## src/include/write_protect_pkg.sv

```systemverilog
// Constants shared by the write-ring protect block
package write_protect_pkg;
  // Register byte offsets
  localparam logic [3:0] CTRL_OFFSET = 4'h0;
  localparam logic [3:0] STATUS_OFFSET = 4'h4;
  localparam logic [3:0] IRQ_STATUS_OFFSET = 4'h8;
  localparam logic [3:0] IRQ_MASK_OFFSET = 4'hc;
  // Control fields
  localparam int CTRL_FORCE_PROTECT_BIT = 0;
  localparam logic [31:0] CTRL_RESET = 32'h0000_0000;
  // Status fields
  localparam int STATUS_PERMIT_BIT = 0;
  localparam int STATUS_RING_OPEN_BIT = 1;
  localparam int STATUS_FAULT_BIT = 2;
  localparam int STATUS_LOAD_PRESSED_BIT = 3;
  localparam int STATUS_LOAD_REQUEST_BIT = 4;
  localparam int STATUS_WRITE_READY_BIT = 5;
  localparam int STATUS_HEADS_BIT = 6;
  // Interrupt fields, same layout in status and mask
  localparam int IRQ_W = 3;
  localparam int IRQ_PERMIT_SET_BIT = 0;
  localparam int IRQ_PERMIT_CLEAR_BIT = 1;
  localparam int IRQ_FAULT_RISE_BIT = 2;
  localparam logic [IRQ_W-1:0] IRQ_MASK_RESET = 3'h0;
  // Synchroniser lanes
  localparam int SYNC_W = 6;
  localparam int SYNC_RING = 0;
  localparam int SYNC_LOAD_PRESSED = 1;
  localparam int SYNC_LOAD_REQUEST = 2;
  localparam int SYNC_BEGIN = 3;
  localparam int SYNC_END = 4;
  localparam int SYNC_WRITE_READY = 5;
  // Load request lane resets high, so the fault line cannot dip while the stages flush
  localparam logic [SYNC_W-1:0] SYNC_RESET = 6'h04;
  // Reset values of pin-facing state
  localparam logic FAULT_RESET = 1'b1;
  localparam logic LOCKOUT_N_RESET = 1'b0;
  // AXI responses
  localparam logic [1:0] RESP_OKAY = 2'h0;
  localparam logic [1:0] RESP_SLVERR = 2'h2;
endpackage : write_protect_pkg

```

## src/hdl/write_ring_protect.sv

```systemverilog
// Write-ring protect logic with AXI4-Lite register access
//
// Overview of operation
// - Load not pressed: latch clear, lockout, solenoid off
// - Grounded ring switch never sets the latch
// - Latch sets only while tape still unloaded
// - Latch sets only after load request drops
// - After loading, ring changes leave latch alone
// - Latch set releases lockout, lights write lamp
// - Solenoid driver follows the write-permit latch
// - Grounded ring switch forces head drives off
// - Head drives need ring open and write-ready
// - Fault when both markers seen or load requested
// - Fault indication starts high after power-up
//
// Chosen here: the AXI4-Lite slave port and the register offsets.
`timescale 1ns/100ps
module write_ring_protect
(
  input wire logic clock,
  input wire logic rst_b,
  // Transport pins
  input wire logic ring_open_in,
  input wire logic load_pressed_in,
  input wire logic load_request_in,
  input wire logic beginning_marker_seen,
  input wire logic end_marker_seen,
  input wire logic write_ready_in,
  output logic tape_fault_unloaded,
  output logic write_lockout_n,
  output logic write_lamp,
  output logic solenoid_drive,
  output logic write_head_en,
  output logic erase_head_en,
  output logic irq,
  // AXI4-Lite slave
  input wire logic [31:0] s_axi_awaddr,
  input wire logic s_axi_awvalid,
  output logic s_axi_awready,
  input wire logic [31:0] s_axi_wdata,
  input wire logic [3:0] s_axi_wstrb,
  input wire logic s_axi_wvalid,
  output logic s_axi_wready,
  output logic [1:0] s_axi_bresp,
  output logic s_axi_bvalid,
  input wire logic s_axi_bready,
  input wire logic [31:0] s_axi_araddr,
  input wire logic s_axi_arvalid,
  output logic s_axi_arready,
  output logic [31:0] s_axi_rdata,
  output logic [1:0] s_axi_rresp,
  output logic s_axi_rvalid,
  input wire logic s_axi_rready
);

  ////////////////////////////////////////////////////////////////////////
  // Declarations

  logic [write_protect_pkg::SYNC_W-1:0] pins_async;
  logic [write_protect_pkg::SYNC_W-1:0] pins_sync;
  logic fault_reg;
  logic permit;
  logic permit_d_reg;
  logic lockout_n_reg;
  logic lamp_reg;
  logic solenoid_reg;
  logic heads_reg;
  logic ctrl_force_reg;
  logic [write_protect_pkg::IRQ_W-1:0] irq_status_reg;
  logic [write_protect_pkg::IRQ_W-1:0] irq_status_next;
  logic [write_protect_pkg::IRQ_W-1:0] irq_mask_reg;
  logic irq_reg;
  logic [3:0] aw_addr_reg;
  logic aw_held_reg;
  logic [31:0] w_data_reg;
  logic [3:0] w_strb_reg;
  logic w_held_reg;
  logic awready_reg;
  logic wready_reg;
  logic bvalid_reg;
  logic [1:0] bresp_reg;
  logic arready_reg;
  logic rvalid_reg;
  logic [31:0] rdata_reg;
  logic [1:0] rresp_reg;
  logic fault_d_reg;

  ////////////////////////////////////////////////////////////////////////
  // Pin synchronisers

  // Every pin is asynchronous to the clock, so all take two stages; lanes in package order
  assign pins_async = {write_ready_in, end_marker_seen, beginning_marker_seen,
                       load_request_in, load_pressed_in, ring_open_in};

  bit_sync #(.WIDTH(write_protect_pkg::SYNC_W), .RESET_VALUE(write_protect_pkg::SYNC_RESET)) u_sync
  (
    .clock(clock),
    .rst_b(rst_b),
    .async_in(pins_async),
    .sync_out(pins_sync)
  );

  wire ring_s = pins_sync[write_protect_pkg::SYNC_RING];
  wire load_pressed_s = pins_sync[write_protect_pkg::SYNC_LOAD_PRESSED];
  wire load_request_s = pins_sync[write_protect_pkg::SYNC_LOAD_REQUEST];
  wire begin_s = pins_sync[write_protect_pkg::SYNC_BEGIN];
  wire end_s = pins_sync[write_protect_pkg::SYNC_END];
  wire write_ready_s = pins_sync[write_protect_pkg::SYNC_WRITE_READY];

  ////////////////////////////////////////////////////////////////////////
  // Tape-fault indication

  // Both markers at once means no tape across the sensors
  wire fault_next = (begin_s && end_s) || load_request_s;

  // Starts high so the load control is preset until the pins settle
  always_ff @(posedge clock or negedge rst_b)
  begin
    if (!rst_b)
      fault_reg <= write_protect_pkg::FAULT_RESET;
    else
      fault_reg <= fault_next;
  end

  ////////////////////////////////////////////////////////////////////////
  // Write-permit latch and pin drivers

  permit_latch u_latch
  (
    .clock(clock),
    .rst_b(rst_b),
    .ring_open(ring_s),
    .load_pressed(load_pressed_s),
    .load_request(load_request_s),
    .fault(fault_reg),
    .force_protect(ctrl_force_reg),
    .permit(permit)
  );

  // Heads depend on the switch itself, not the latch, so a grounded
  // switch cuts them at once even while the latch still holds
  wire heads_next = ring_s && write_ready_s;

  // Drivers are registered copies: one clock behind the latch, the heads one clock behind heads_next
  always_ff @(posedge clock or negedge rst_b)
  begin
    if (!rst_b)
    begin
      lockout_n_reg <= write_protect_pkg::LOCKOUT_N_RESET;
      lamp_reg <= 1'b0;
      solenoid_reg <= 1'b0;
      heads_reg <= 1'b0;
    end
    else
    begin
      lockout_n_reg <= permit;
      lamp_reg <= permit;
      solenoid_reg <= permit;
      heads_reg <= heads_next;
    end
  end

  assign tape_fault_unloaded = fault_reg;
  assign write_lockout_n = lockout_n_reg;
  assign write_lamp = lamp_reg;
  assign solenoid_drive = solenoid_reg;
  assign write_head_en = heads_reg;
  assign erase_head_en = heads_reg;

  ////////////////////////////////////////////////////////////////////////
  // AXI4-Lite write path

  // Address and data are captured separately, in either order
  wire aw_take = s_axi_awvalid && awready_reg;
  wire w_take = s_axi_wvalid && wready_reg;
  wire do_write = aw_held_reg && w_held_reg && !bvalid_reg;
  wire wr_ctrl = do_write && (aw_addr_reg == write_protect_pkg::CTRL_OFFSET);
  wire wr_irq_status = do_write && (aw_addr_reg == write_protect_pkg::IRQ_STATUS_OFFSET);
  wire wr_irq_mask = do_write && (aw_addr_reg == write_protect_pkg::IRQ_MASK_OFFSET);
  wire wr_hit = wr_ctrl || wr_irq_status || wr_irq_mask || (aw_addr_reg == write_protect_pkg::STATUS_OFFSET);

  // Hold captured halves until both are in and the write is carried out
  always_ff @(posedge clock or negedge rst_b)
  begin
    if (!rst_b)
    begin
      aw_held_reg <= 1'b0;
      aw_addr_reg <= 4'h0;
      w_held_reg <= 1'b0;
      w_data_reg <= 32'h0000_0000;
      w_strb_reg <= 4'h0;
    end
    else
    begin
      if (aw_take)
      begin
        aw_held_reg <= 1'b1;
        aw_addr_reg <= {s_axi_awaddr[3:2], 2'b00};
      end
      else if (do_write)
        aw_held_reg <= 1'b0;
      if (w_take)
      begin
        w_held_reg <= 1'b1;
        w_data_reg <= s_axi_wdata;
        w_strb_reg <= s_axi_wstrb;
      end
      else if (do_write)
        w_held_reg <= 1'b0;
    end
  end

  // Upper address bits are ignored, so the map aliases every 16 bytes
  always_ff @(posedge clock or negedge rst_b)
  begin
    if (!rst_b)
    begin
      awready_reg <= 1'b0;
      wready_reg <= 1'b0;
      bvalid_reg <= 1'b0;
      bresp_reg <= write_protect_pkg::RESP_OKAY;
    end
    else
    begin
      awready_reg <= !aw_held_reg && !aw_take && !bvalid_reg;
      wready_reg <= !w_held_reg && !w_take && !bvalid_reg;
      if (do_write)
      begin
        bvalid_reg <= 1'b1;
        bresp_reg <= wr_hit ? write_protect_pkg::RESP_OKAY : write_protect_pkg::RESP_SLVERR;
      end
      else if (s_axi_bready)
        bvalid_reg <= 1'b0;
    end
  end

  // Software protect bit in byte lane 0
  always_ff @(posedge clock or negedge rst_b)
  begin
    if (!rst_b)
      ctrl_force_reg <= write_protect_pkg::CTRL_RESET[write_protect_pkg::CTRL_FORCE_PROTECT_BIT];
    else if (wr_ctrl && w_strb_reg[0])
      ctrl_force_reg <= w_data_reg[write_protect_pkg::CTRL_FORCE_PROTECT_BIT];
  end

  assign s_axi_awready = awready_reg;
  assign s_axi_wready = wready_reg;
  assign s_axi_bvalid = bvalid_reg;
  assign s_axi_bresp = bresp_reg;

  ////////////////////////////////////////////////////////////////////////
  // AXI4-Lite read path

  wire ar_take = s_axi_arvalid && arready_reg;
  wire [3:0] rd_addr = {s_axi_araddr[3:2], 2'b00};
  wire rd_hit = (rd_addr == write_protect_pkg::CTRL_OFFSET) ||
                  (rd_addr == write_protect_pkg::STATUS_OFFSET) ||
                  (rd_addr == write_protect_pkg::IRQ_STATUS_OFFSET) ||
                  (rd_addr == write_protect_pkg::IRQ_MASK_OFFSET);
  wire [31:0] status_word = {25'h0, heads_reg, write_ready_s, load_request_s,
                        load_pressed_s, fault_reg, ring_s, permit};
  wire [31:0] rd_word = (rd_addr == write_protect_pkg::CTRL_OFFSET) ? {31'h0, ctrl_force_reg} :
                   (rd_addr == write_protect_pkg::STATUS_OFFSET) ? status_word :
                   (rd_addr == write_protect_pkg::IRQ_STATUS_OFFSET) ? {29'h0, irq_status_reg} :
                   (rd_addr == write_protect_pkg::IRQ_MASK_OFFSET) ? {29'h0, irq_mask_reg} :
                   32'h0000_0000;

  // One read in flight; data is captured when the address is taken
  always_ff @(posedge clock or negedge rst_b)
  begin
    if (!rst_b)
    begin
      arready_reg <= 1'b0;
      rvalid_reg <= 1'b0;
      rdata_reg <= 32'h0000_0000;
      rresp_reg <= write_protect_pkg::RESP_OKAY;
    end
    else
    begin
      arready_reg <= !rvalid_reg && !ar_take;
      if (ar_take)
      begin
        rvalid_reg <= 1'b1;
        rdata_reg <= rd_word;
        rresp_reg <= rd_hit ? write_protect_pkg::RESP_OKAY : write_protect_pkg::RESP_SLVERR;
      end
      else if (s_axi_rready)
        rvalid_reg <= 1'b0;
    end
  end

  assign s_axi_arready = arready_reg;
  assign s_axi_rvalid = rvalid_reg;
  assign s_axi_rdata = rdata_reg;
  assign s_axi_rresp = rresp_reg;

  ////////////////////////////////////////////////////////////////////////
  // Interrupts

  // Events: latch set, latch cleared, fault indication rising
  wire [write_protect_pkg::IRQ_W-1:0] irq_events = {fault_reg && !fault_d_reg, !permit && permit_d_reg,
                                                    permit && !permit_d_reg};
  wire [write_protect_pkg::IRQ_W-1:0] irq_w1c = wr_irq_status && w_strb_reg[0] ?
                   w_data_reg[write_protect_pkg::IRQ_W-1:0] :
                   {write_protect_pkg::IRQ_W{1'b0}};
  // A new event in the clearing cycle survives the clear
  assign irq_status_next = (irq_status_reg & ~irq_w1c) | irq_events;

  always_ff @(posedge clock or negedge rst_b)
  begin
    if (!rst_b)
    begin
      permit_d_reg <= 1'b0;
      fault_d_reg <= write_protect_pkg::FAULT_RESET;
      irq_status_reg <= {write_protect_pkg::IRQ_W{1'b0}};
      irq_mask_reg <= write_protect_pkg::IRQ_MASK_RESET;
      irq_reg <= 1'b0;
    end
    else
    begin
      permit_d_reg <= permit;
      fault_d_reg <= fault_reg;
      irq_status_reg <= irq_status_next;
      if (wr_irq_mask && w_strb_reg[0])
        irq_mask_reg <= w_data_reg[write_protect_pkg::IRQ_W-1:0];
      irq_reg <= |(irq_status_next & irq_mask_reg);
    end
  end

  assign irq = irq_reg;
endmodule : write_ring_protect

```

## src/hdl/bit_sync.sv

```systemverilog
// Two-stage synchroniser for a group of asynchronous levels
`timescale 1ns/100ps
module bit_sync
#(
  parameter int WIDTH = write_protect_pkg::SYNC_W,
  parameter logic [WIDTH-1:0] RESET_VALUE = {WIDTH{1'b0}}
)
(
  input wire logic clock,
  input wire logic rst_b,
  input wire logic [WIDTH-1:0] async_in,
  output logic [WIDTH-1:0] sync_out
);
  logic [WIDTH-1:0] meta_reg;

  // First stage feeds only the second; nothing else may look at it
  genvar i;
  generate
    for (i = 0; i < WIDTH; i = i + 1)
    begin : g_lane
      always_ff @(posedge clock or negedge rst_b)
      begin
        if (!rst_b)
        begin
          meta_reg[i] <= RESET_VALUE[i];
          sync_out[i] <= RESET_VALUE[i];
        end
        else
        begin
          meta_reg[i] <= async_in[i];
          sync_out[i] <= meta_reg[i];
        end
      end
    end
  endgenerate
endmodule : bit_sync

```

## src/hdl/permit_latch.sv

```systemverilog
// Write-permit latch: armed only while the reel is first loaded
`timescale 1ns/100ps
module permit_latch
(
  input wire logic clock,
  input wire logic rst_b,
  input wire logic ring_open,
  input wire logic load_pressed,
  input wire logic load_request,
  input wire logic fault,
  input wire logic force_protect,
  output logic permit
);
  typedef enum logic {PROTECTED, PERMITTED} permit_state_t;
  permit_state_t state_reg;
  permit_state_t state_next;
  wire set_cond;
  wire clear_cond;

  // Set only with ring present, tape still unloaded and load released
  assign set_cond = ring_open && fault && !load_request;
  // Clear dominates: unpressed load button or software protect
  assign clear_cond = !load_pressed || force_protect;

  // Once loaded the fault line is low, so ring changes cannot reach the latch
  always_comb
  begin
    state_next = state_reg;
    case (state_reg)
      PROTECTED:
      begin
        if (!clear_cond && set_cond)
          state_next = PERMITTED;
      end
      PERMITTED:
      begin
        if (clear_cond)
          state_next = PROTECTED;
      end
      default:
      begin
        state_next = PROTECTED;
      end
    endcase
  end

  // Reset leaves the transport protected
  always_ff @(posedge clock or negedge rst_b)
  begin
    if (!rst_b)
      state_reg <= PROTECTED;
    else
      state_reg <= state_next;
  end

  assign permit = (state_reg == PERMITTED);
endmodule : permit_latch

```

## config.mk

```make
export PLATFORM = sky130hd
export DESIGN_NAME = write_ring_protect
export DESIGN_NICKNAME = d
export VERILOG_FILES = /design/src/include/write_protect_pkg.sv /design/src/hdl/write_ring_protect.sv /design/src/hdl/bit_sync.sv /design/src/hdl/permit_latch.sv
export SDC_FILE = /design/constraint.sdc
export NUM_CORES = 1
export LEC_CHECK = 0
export BUFFER_PORTS_ARGS = -buffer_cell sky130_fd_sc_hd__buf_2
export CAP_MARGIN = 10
export CORE_AREA = 2 2 53 105
export DETAILED_ROUTE_END_ITERATION = 6
export DIE_AREA = 0 0 55 107
export PLACE_DENSITY = 0.78
export SYNTH_ARGS = -nofsm -noshare
export SYNTH_HDL_FRONTEND = slang
export SYNTH_SLANG_ARGS = --single-unit
```

## constraint.sdc

```tcl
create_clock -name clock -period 1.9 [get_ports clock]
set_input_delay 0.19 -clock clock [delete_from_list [all_inputs] [get_ports clock]]
set_output_delay 0.19 -clock clock [all_outputs]
set_load 0.1 [all_outputs]
```

# == Word level (Yosys, flattened, before mapping) ==
# Cells that the tools add are included.
# word_totals
ff_bits,74
latch_bits,0
ram_bits,0
romBits,0
input_bits,113
n_memories,0
# op_classes
n_addsub,0
n_mul,0
div,0
order_cmp,0
n_eq_ne,6
shift,0
n_mux,17
bitwise_logic,5
reduce_logical,52
# op_table
operator,count
1-bit logical AND,24
7-bit 2-to-1 mux,2
1-bit logical NOT,13
1-bit 2-to-1 mux,9
3-bit 2-to-1 mux,3
"2-bit == test, second input constant",4
4-bit logical NOT,2
1-bit logical OR,8
2-bit nonzero test,4
3-bit AND,2
"2-bit by 1-bit == test with 1-bit output, second input constant",2
2-bit 2-to-1 mux,2
3-bit inverter,1
3-bit bitwise OR,1
3-bit OR reduction,1
1-bit case mux with 2 select lines,1
1-bit inverter,1

# == Logic depth before layout (Yosys ltp) ==
# logic_depth
ltp_word,10
mapped_depth,4
depth_no_buf,4

# == Hierarchy ==
# From an unflattened synthesis, not the netlist that was laid out.
# unflattened
cells_unflattened,146
area_unflattened_um2,1900.6
# modules_own_cells
module,instances,cells_each,area_per_inst_um2
write_ring_protect,1,129,1550.2
bit_sync,1,12,302.8
permit_latch,1,5,47.5

# == Least setup slack after synthesis ==
# No wires, ideal clock.
# synth_path
path_type,register to register
startpoint,"reg bvalid_reg, in the netlist s_axi_bvalid"
endpoint,"reg irq_reg, in the netlist irq"
arrival_time_ns,1.903
t_required_ns,1.774
path_slack_ns,-0.129
path_stages_with_launch,5
path_buffers,0
path_cell_list,dfrtp_1 > nand4b_4 > or3_1 > a22o_1 > a221o_1
# synth_via
elab_chain_len,10
# synth_rtl
element,line_no,text
from (decl),write_ring_protect.sv:80,logic bvalid_reg;
from (signal assigned),write_ring_protect.sv:220,bvalid_reg <= 1'b0;
from (signal assigned),write_ring_protect.sv:229,bvalid_reg <= 1'b1;
from (signal assigned),write_ring_protect.sv:233,bvalid_reg <= 1'b0;
1-bit logical NOT,write_ring_protect.sv:176,wire do_write = aw_held_reg && w_held_reg && !bvalid_reg;
1-bit logical AND,write_ring_protect.sv:176,
1-bit logical AND,write_ring_protect.sv:178,wire wr_irq_status = do_write && (aw_addr_reg == write_protect_pkg::IRQ_STATUS_OFFSET);
1-bit logical AND,write_ring_protect.sv:303,wire [write_protect_pkg::IRQ_W-1:0] irq_w1c = wr_irq_status && w_strb_reg[0] ?
3-bit 2-to-1 mux,write_ring_protect.sv:303,
3-bit inverter,write_ring_protect.sv:307,assign irq_status_next = (irq_status_reg & ~irq_w1c) | irq_events;
3-bit AND,write_ring_protect.sv:307,
3-bit bitwise OR,write_ring_protect.sv:307,
"net irq_status_next, one bit",write_ring_protect.sv:70,logic [write_protect_pkg::IRQ_W-1:0] irq_status_next;
3-bit AND,write_ring_protect.sv:326,irq_reg <= |(irq_status_next & irq_mask_reg);
3-bit OR reduction,write_ring_protect.sv:326,
to (signal assigned),write_ring_protect.sv:326,
to (decl),write_ring_protect.sv:72,logic irq_reg;
# The timed path passes the listed nets, and every way through them passes these cells.
# A chain may end at the register's enable or synchronous reset.

# == Final worst setup path ==
# Ends and elaborated chain as after synthesis.

==> summary.md <==
| Metric | Value |
|---|---|
| Layout area overhead | 15.8% |
| H-tree Lvls | 2 |
| Die Width | between 50 and 60 um |
| Setup TNS | 0 ns |
| Number of synthesis warnings | 0 |
| Die area | between 0.005 and 0.006 mm^2 |
| Final WL | approximately 3.2 mm |
| Final Wtd Congestion | between 0.6 and 0.7 |
| Clock Pin Slew Worst Setup and Hold Paths | 0.08 ns |
| Critical path class | reg -> reg |
| Largest net degree at the start of global routing | 48 |
| Total gr overflow | 0 |
| Core Region | 0.00509 mm^2 |
| CTS Buf Count | 5 |
| Synthesis-stage register bit count | between 40 and 50 |
| CTS tree | built |
| Vias in the first global route | ~1,100 |
| Worst Hold Class | in -> reg |
| Hold-critical path depth | 1 |
| Die Height | 107 um |
| # rows | 37 |
| Initial detailed-routing violation count | 12 |
| Layout cells sized above 1 | around a third |
| Max reg flops | 7 |
| Pre-antenna DRT Iters | 5 |
| Max IR drop VDD | 1.33 mV |
| DR vias/cell | 4.56 |
| Startpoint Class | flip-flop |
| Synth area leader | dfrtp_1 |
| P_leak | around 1.1 nW |
| Worst Reg2Reg Path Length in Cells | 4 |
| First-pass GRT wire length | just over 5 mm |
| Wire per inst | around 12 um |
| Initial Util | between 30% and 40% |
| Clk_skew | about 0.0054 ns |
| DR vias | about 1,200 |
| Final setup violation count | 0 |
| Tot Pwr | 0.00363 W |
| ANT nets after route | 0 |
| Final net count | between 300 and 400 |
| Io pins | approximately 160 |
| Pwr Density | ~1700 mW/mm^2 |
| Crit path required time | between 2 and 2.5 ns |
| Critical Path Fanout Max | 6 |
| Slew headroom | roughly 62% |
| Residual DRC | 0 |
| Mapped Area | between 0.0015 and 0.002 mm^2 |
| Outcome | finished, final reports clean |
| Synth Instances | around 150 |
| Min Tclk post-route | 1.66 ns |
| Share of the synthesized area in the top cell type | a little under three fifths |
| Fillers | approximately 500 |
| Max-slew violation count | 0 |
| Post-Place Cells | 241 |
| Crit share post-route | around 87% |
| Root buf cell | clkbuf_8 |
| Diodes inserted | 0 |
| Ranking of synthesized cells by area | dfrtp_1 (57%), buf_4 (12%), mux2_2 (7.7%), dfstp_2 (5.5%), nand2_1 (2.8%) |
| I/O Buffers | 41 |
| Final Hold Fails | 0 |
| CP endpoint kind | flip-flop |
| Max cap viols | 0 |
| CTS max path bufs | 2 |
| GRT Overall Usage | roughly 12% |
| Actual slew at the worst max-slew pin | 0.577 ns |
| Worst-Skew Late Latency | 0.29 ns |
| Fmax | about 0.60 GHz |
| Arr. time, crit path | roughly 1.8 ns |
| Final cell count without fillers | 255 |
| Clk sinks | 47 |
| Syn avg cell area | ~13 um^2 |
| Initial antenna violation count | 0 |
| Synth cell types | 27 |
| Hpwl dp | roughly 2.3 mm |
| Sequential area share after synthesis | between 60 and 70% |
| Unrepaired setup endpoints after global routing | false |
| Layout Utilization | about 43% |
| Cells resized by post-CTS repair | 0 |
[critical path: stages, from the launching register on]
cell and delay, ns:
dfrtp_2 0.44, nand4b_4 0.21, or3_1 0.37, a22o_1 0.20, a221o_1 0.31
[placed cells by master, fill, tap and decap left out, types with 4 or more instances in the layout]
| cell type | netlist | routed |
|---|---|---|
| dlygate4sd3_1 | 0 | 6 |
| inv_1 | 5 | 5 |
| mux2_2 | 13 | 13 |
| conb_1 | 1 | 27 |
| clkbuf_8 | 0 | 5 |
| buf_2 | 0 | 41 |
| dfrtp_1 | 43 | 42 |
| a22o_1 | 5 | 5 |
| o21ai_0 | 7 | 7 |
| nand2_1 | 14 | 14 |
| dfstp_2 | 4 | 4 |
[per-layer routing]
metal | track usage [%] | up-vias | wire [um]
li1 | - | 533 | -
met3 | 3.62 | 5 | 277
met4 | 5.23 | 0 | 57
met5 | 0 | - | 0
met1 | 13.2 | 560 | 1120
met2 | 20.4 | 66 | 1710
[power by group]
| group | switching (W) | total, W | internal, W |
|---|---|---|---|
| sequential | 0.000227 | 0.00150 | 0.00127 |
| clock | 0.000312 | 0.000570 | 0.000257 |
| combinational | 0.00122 | 0.00156 | 0.000344 |
[path summary, 6_finish.rpt]
check | slack (ns) | from | endpoint
max | 0.24 | s_axi_bvalid | irq
min | 0.02 | load_pressed_in | u_sync.meta_reg[1]
max reg2reg | 0.24 | s_axi_bvalid | irq
min reg2reg | 0.35 | u_sync.meta_reg[2] | u_sync.sync_out[2]
max in group asynchronous | 0.98 | rst_b | s_axi_bvalid
min in group asynchronous | 0.51 | rst_b | w_held_reg
[timing repair]
action	4_1_cts	5_1_grt
hold buffers	6	0
endpoints found under the hold margin	43	0
buffers inserted	0	0
[final cells by class]
type,instances,area (um^2),share of cell area (%)
Sequential cell,47,1180,53.8
Multi-Input combinational cell,89,564,25.7
Timing Repair Buffer,48,273,12.4
Clock buffer,6,72.6,3.30
Tap cell,58,72.6,3.30
Inverter,5,18.8,0.855
Clock inverter,2,12.5,0.570
[stage by stage]
| stage | instance area, um^2 | worst slack [ns] | hold slack, ns |
|---|---|---|---|
| floorplan | 1990 | 0.0895 | -0.106 |
| global placement | 2050 | 0.299 | 0.296 |
| detailed placement | 2050 | 0.253 | 0.297 |
| CTS | 2200 | 0.234 | 0.00936 |
| global route | 2200 | 0.170 | 0.00244 |
| finish | 2200 | 0.242 | 0.0160 |
[synth_stat cells]
master and n:
nor3_1 1, buf_4 30, o21ai_0 7, a31oi_1 1, conb_1 1, a22oi_1 2
nand2b_1 1, dfrtp_1 43, a21boi_0 1, and2_1 3, nor2_1 1, or3_1 1
inv_1 5, a221o_1 1, mux2_2 13, and3_1 1, a211oi_1 1, clkbuf_1 1
nor3b_1 1, dfstp_2 4, nor2b_1 3, mux4_2 1, nand4b_4 1, a21oi_1 1
nand2_1 14, o31ai_1 2, a22o_1 5
[kinds of logic after synthesis]
| kind of cell | synth area share (%) |
|---|---|
| AND/OR/NAND/NOR | 7.86 |
| AO/OA/AOI/OAI | 7.66 |
| multiplexers | 8.91 |
| buffers and inverters | 13.1 |
| other | 0.198 |
| flip-flops | 62.3 |
(Power assumes the default switching activity.)
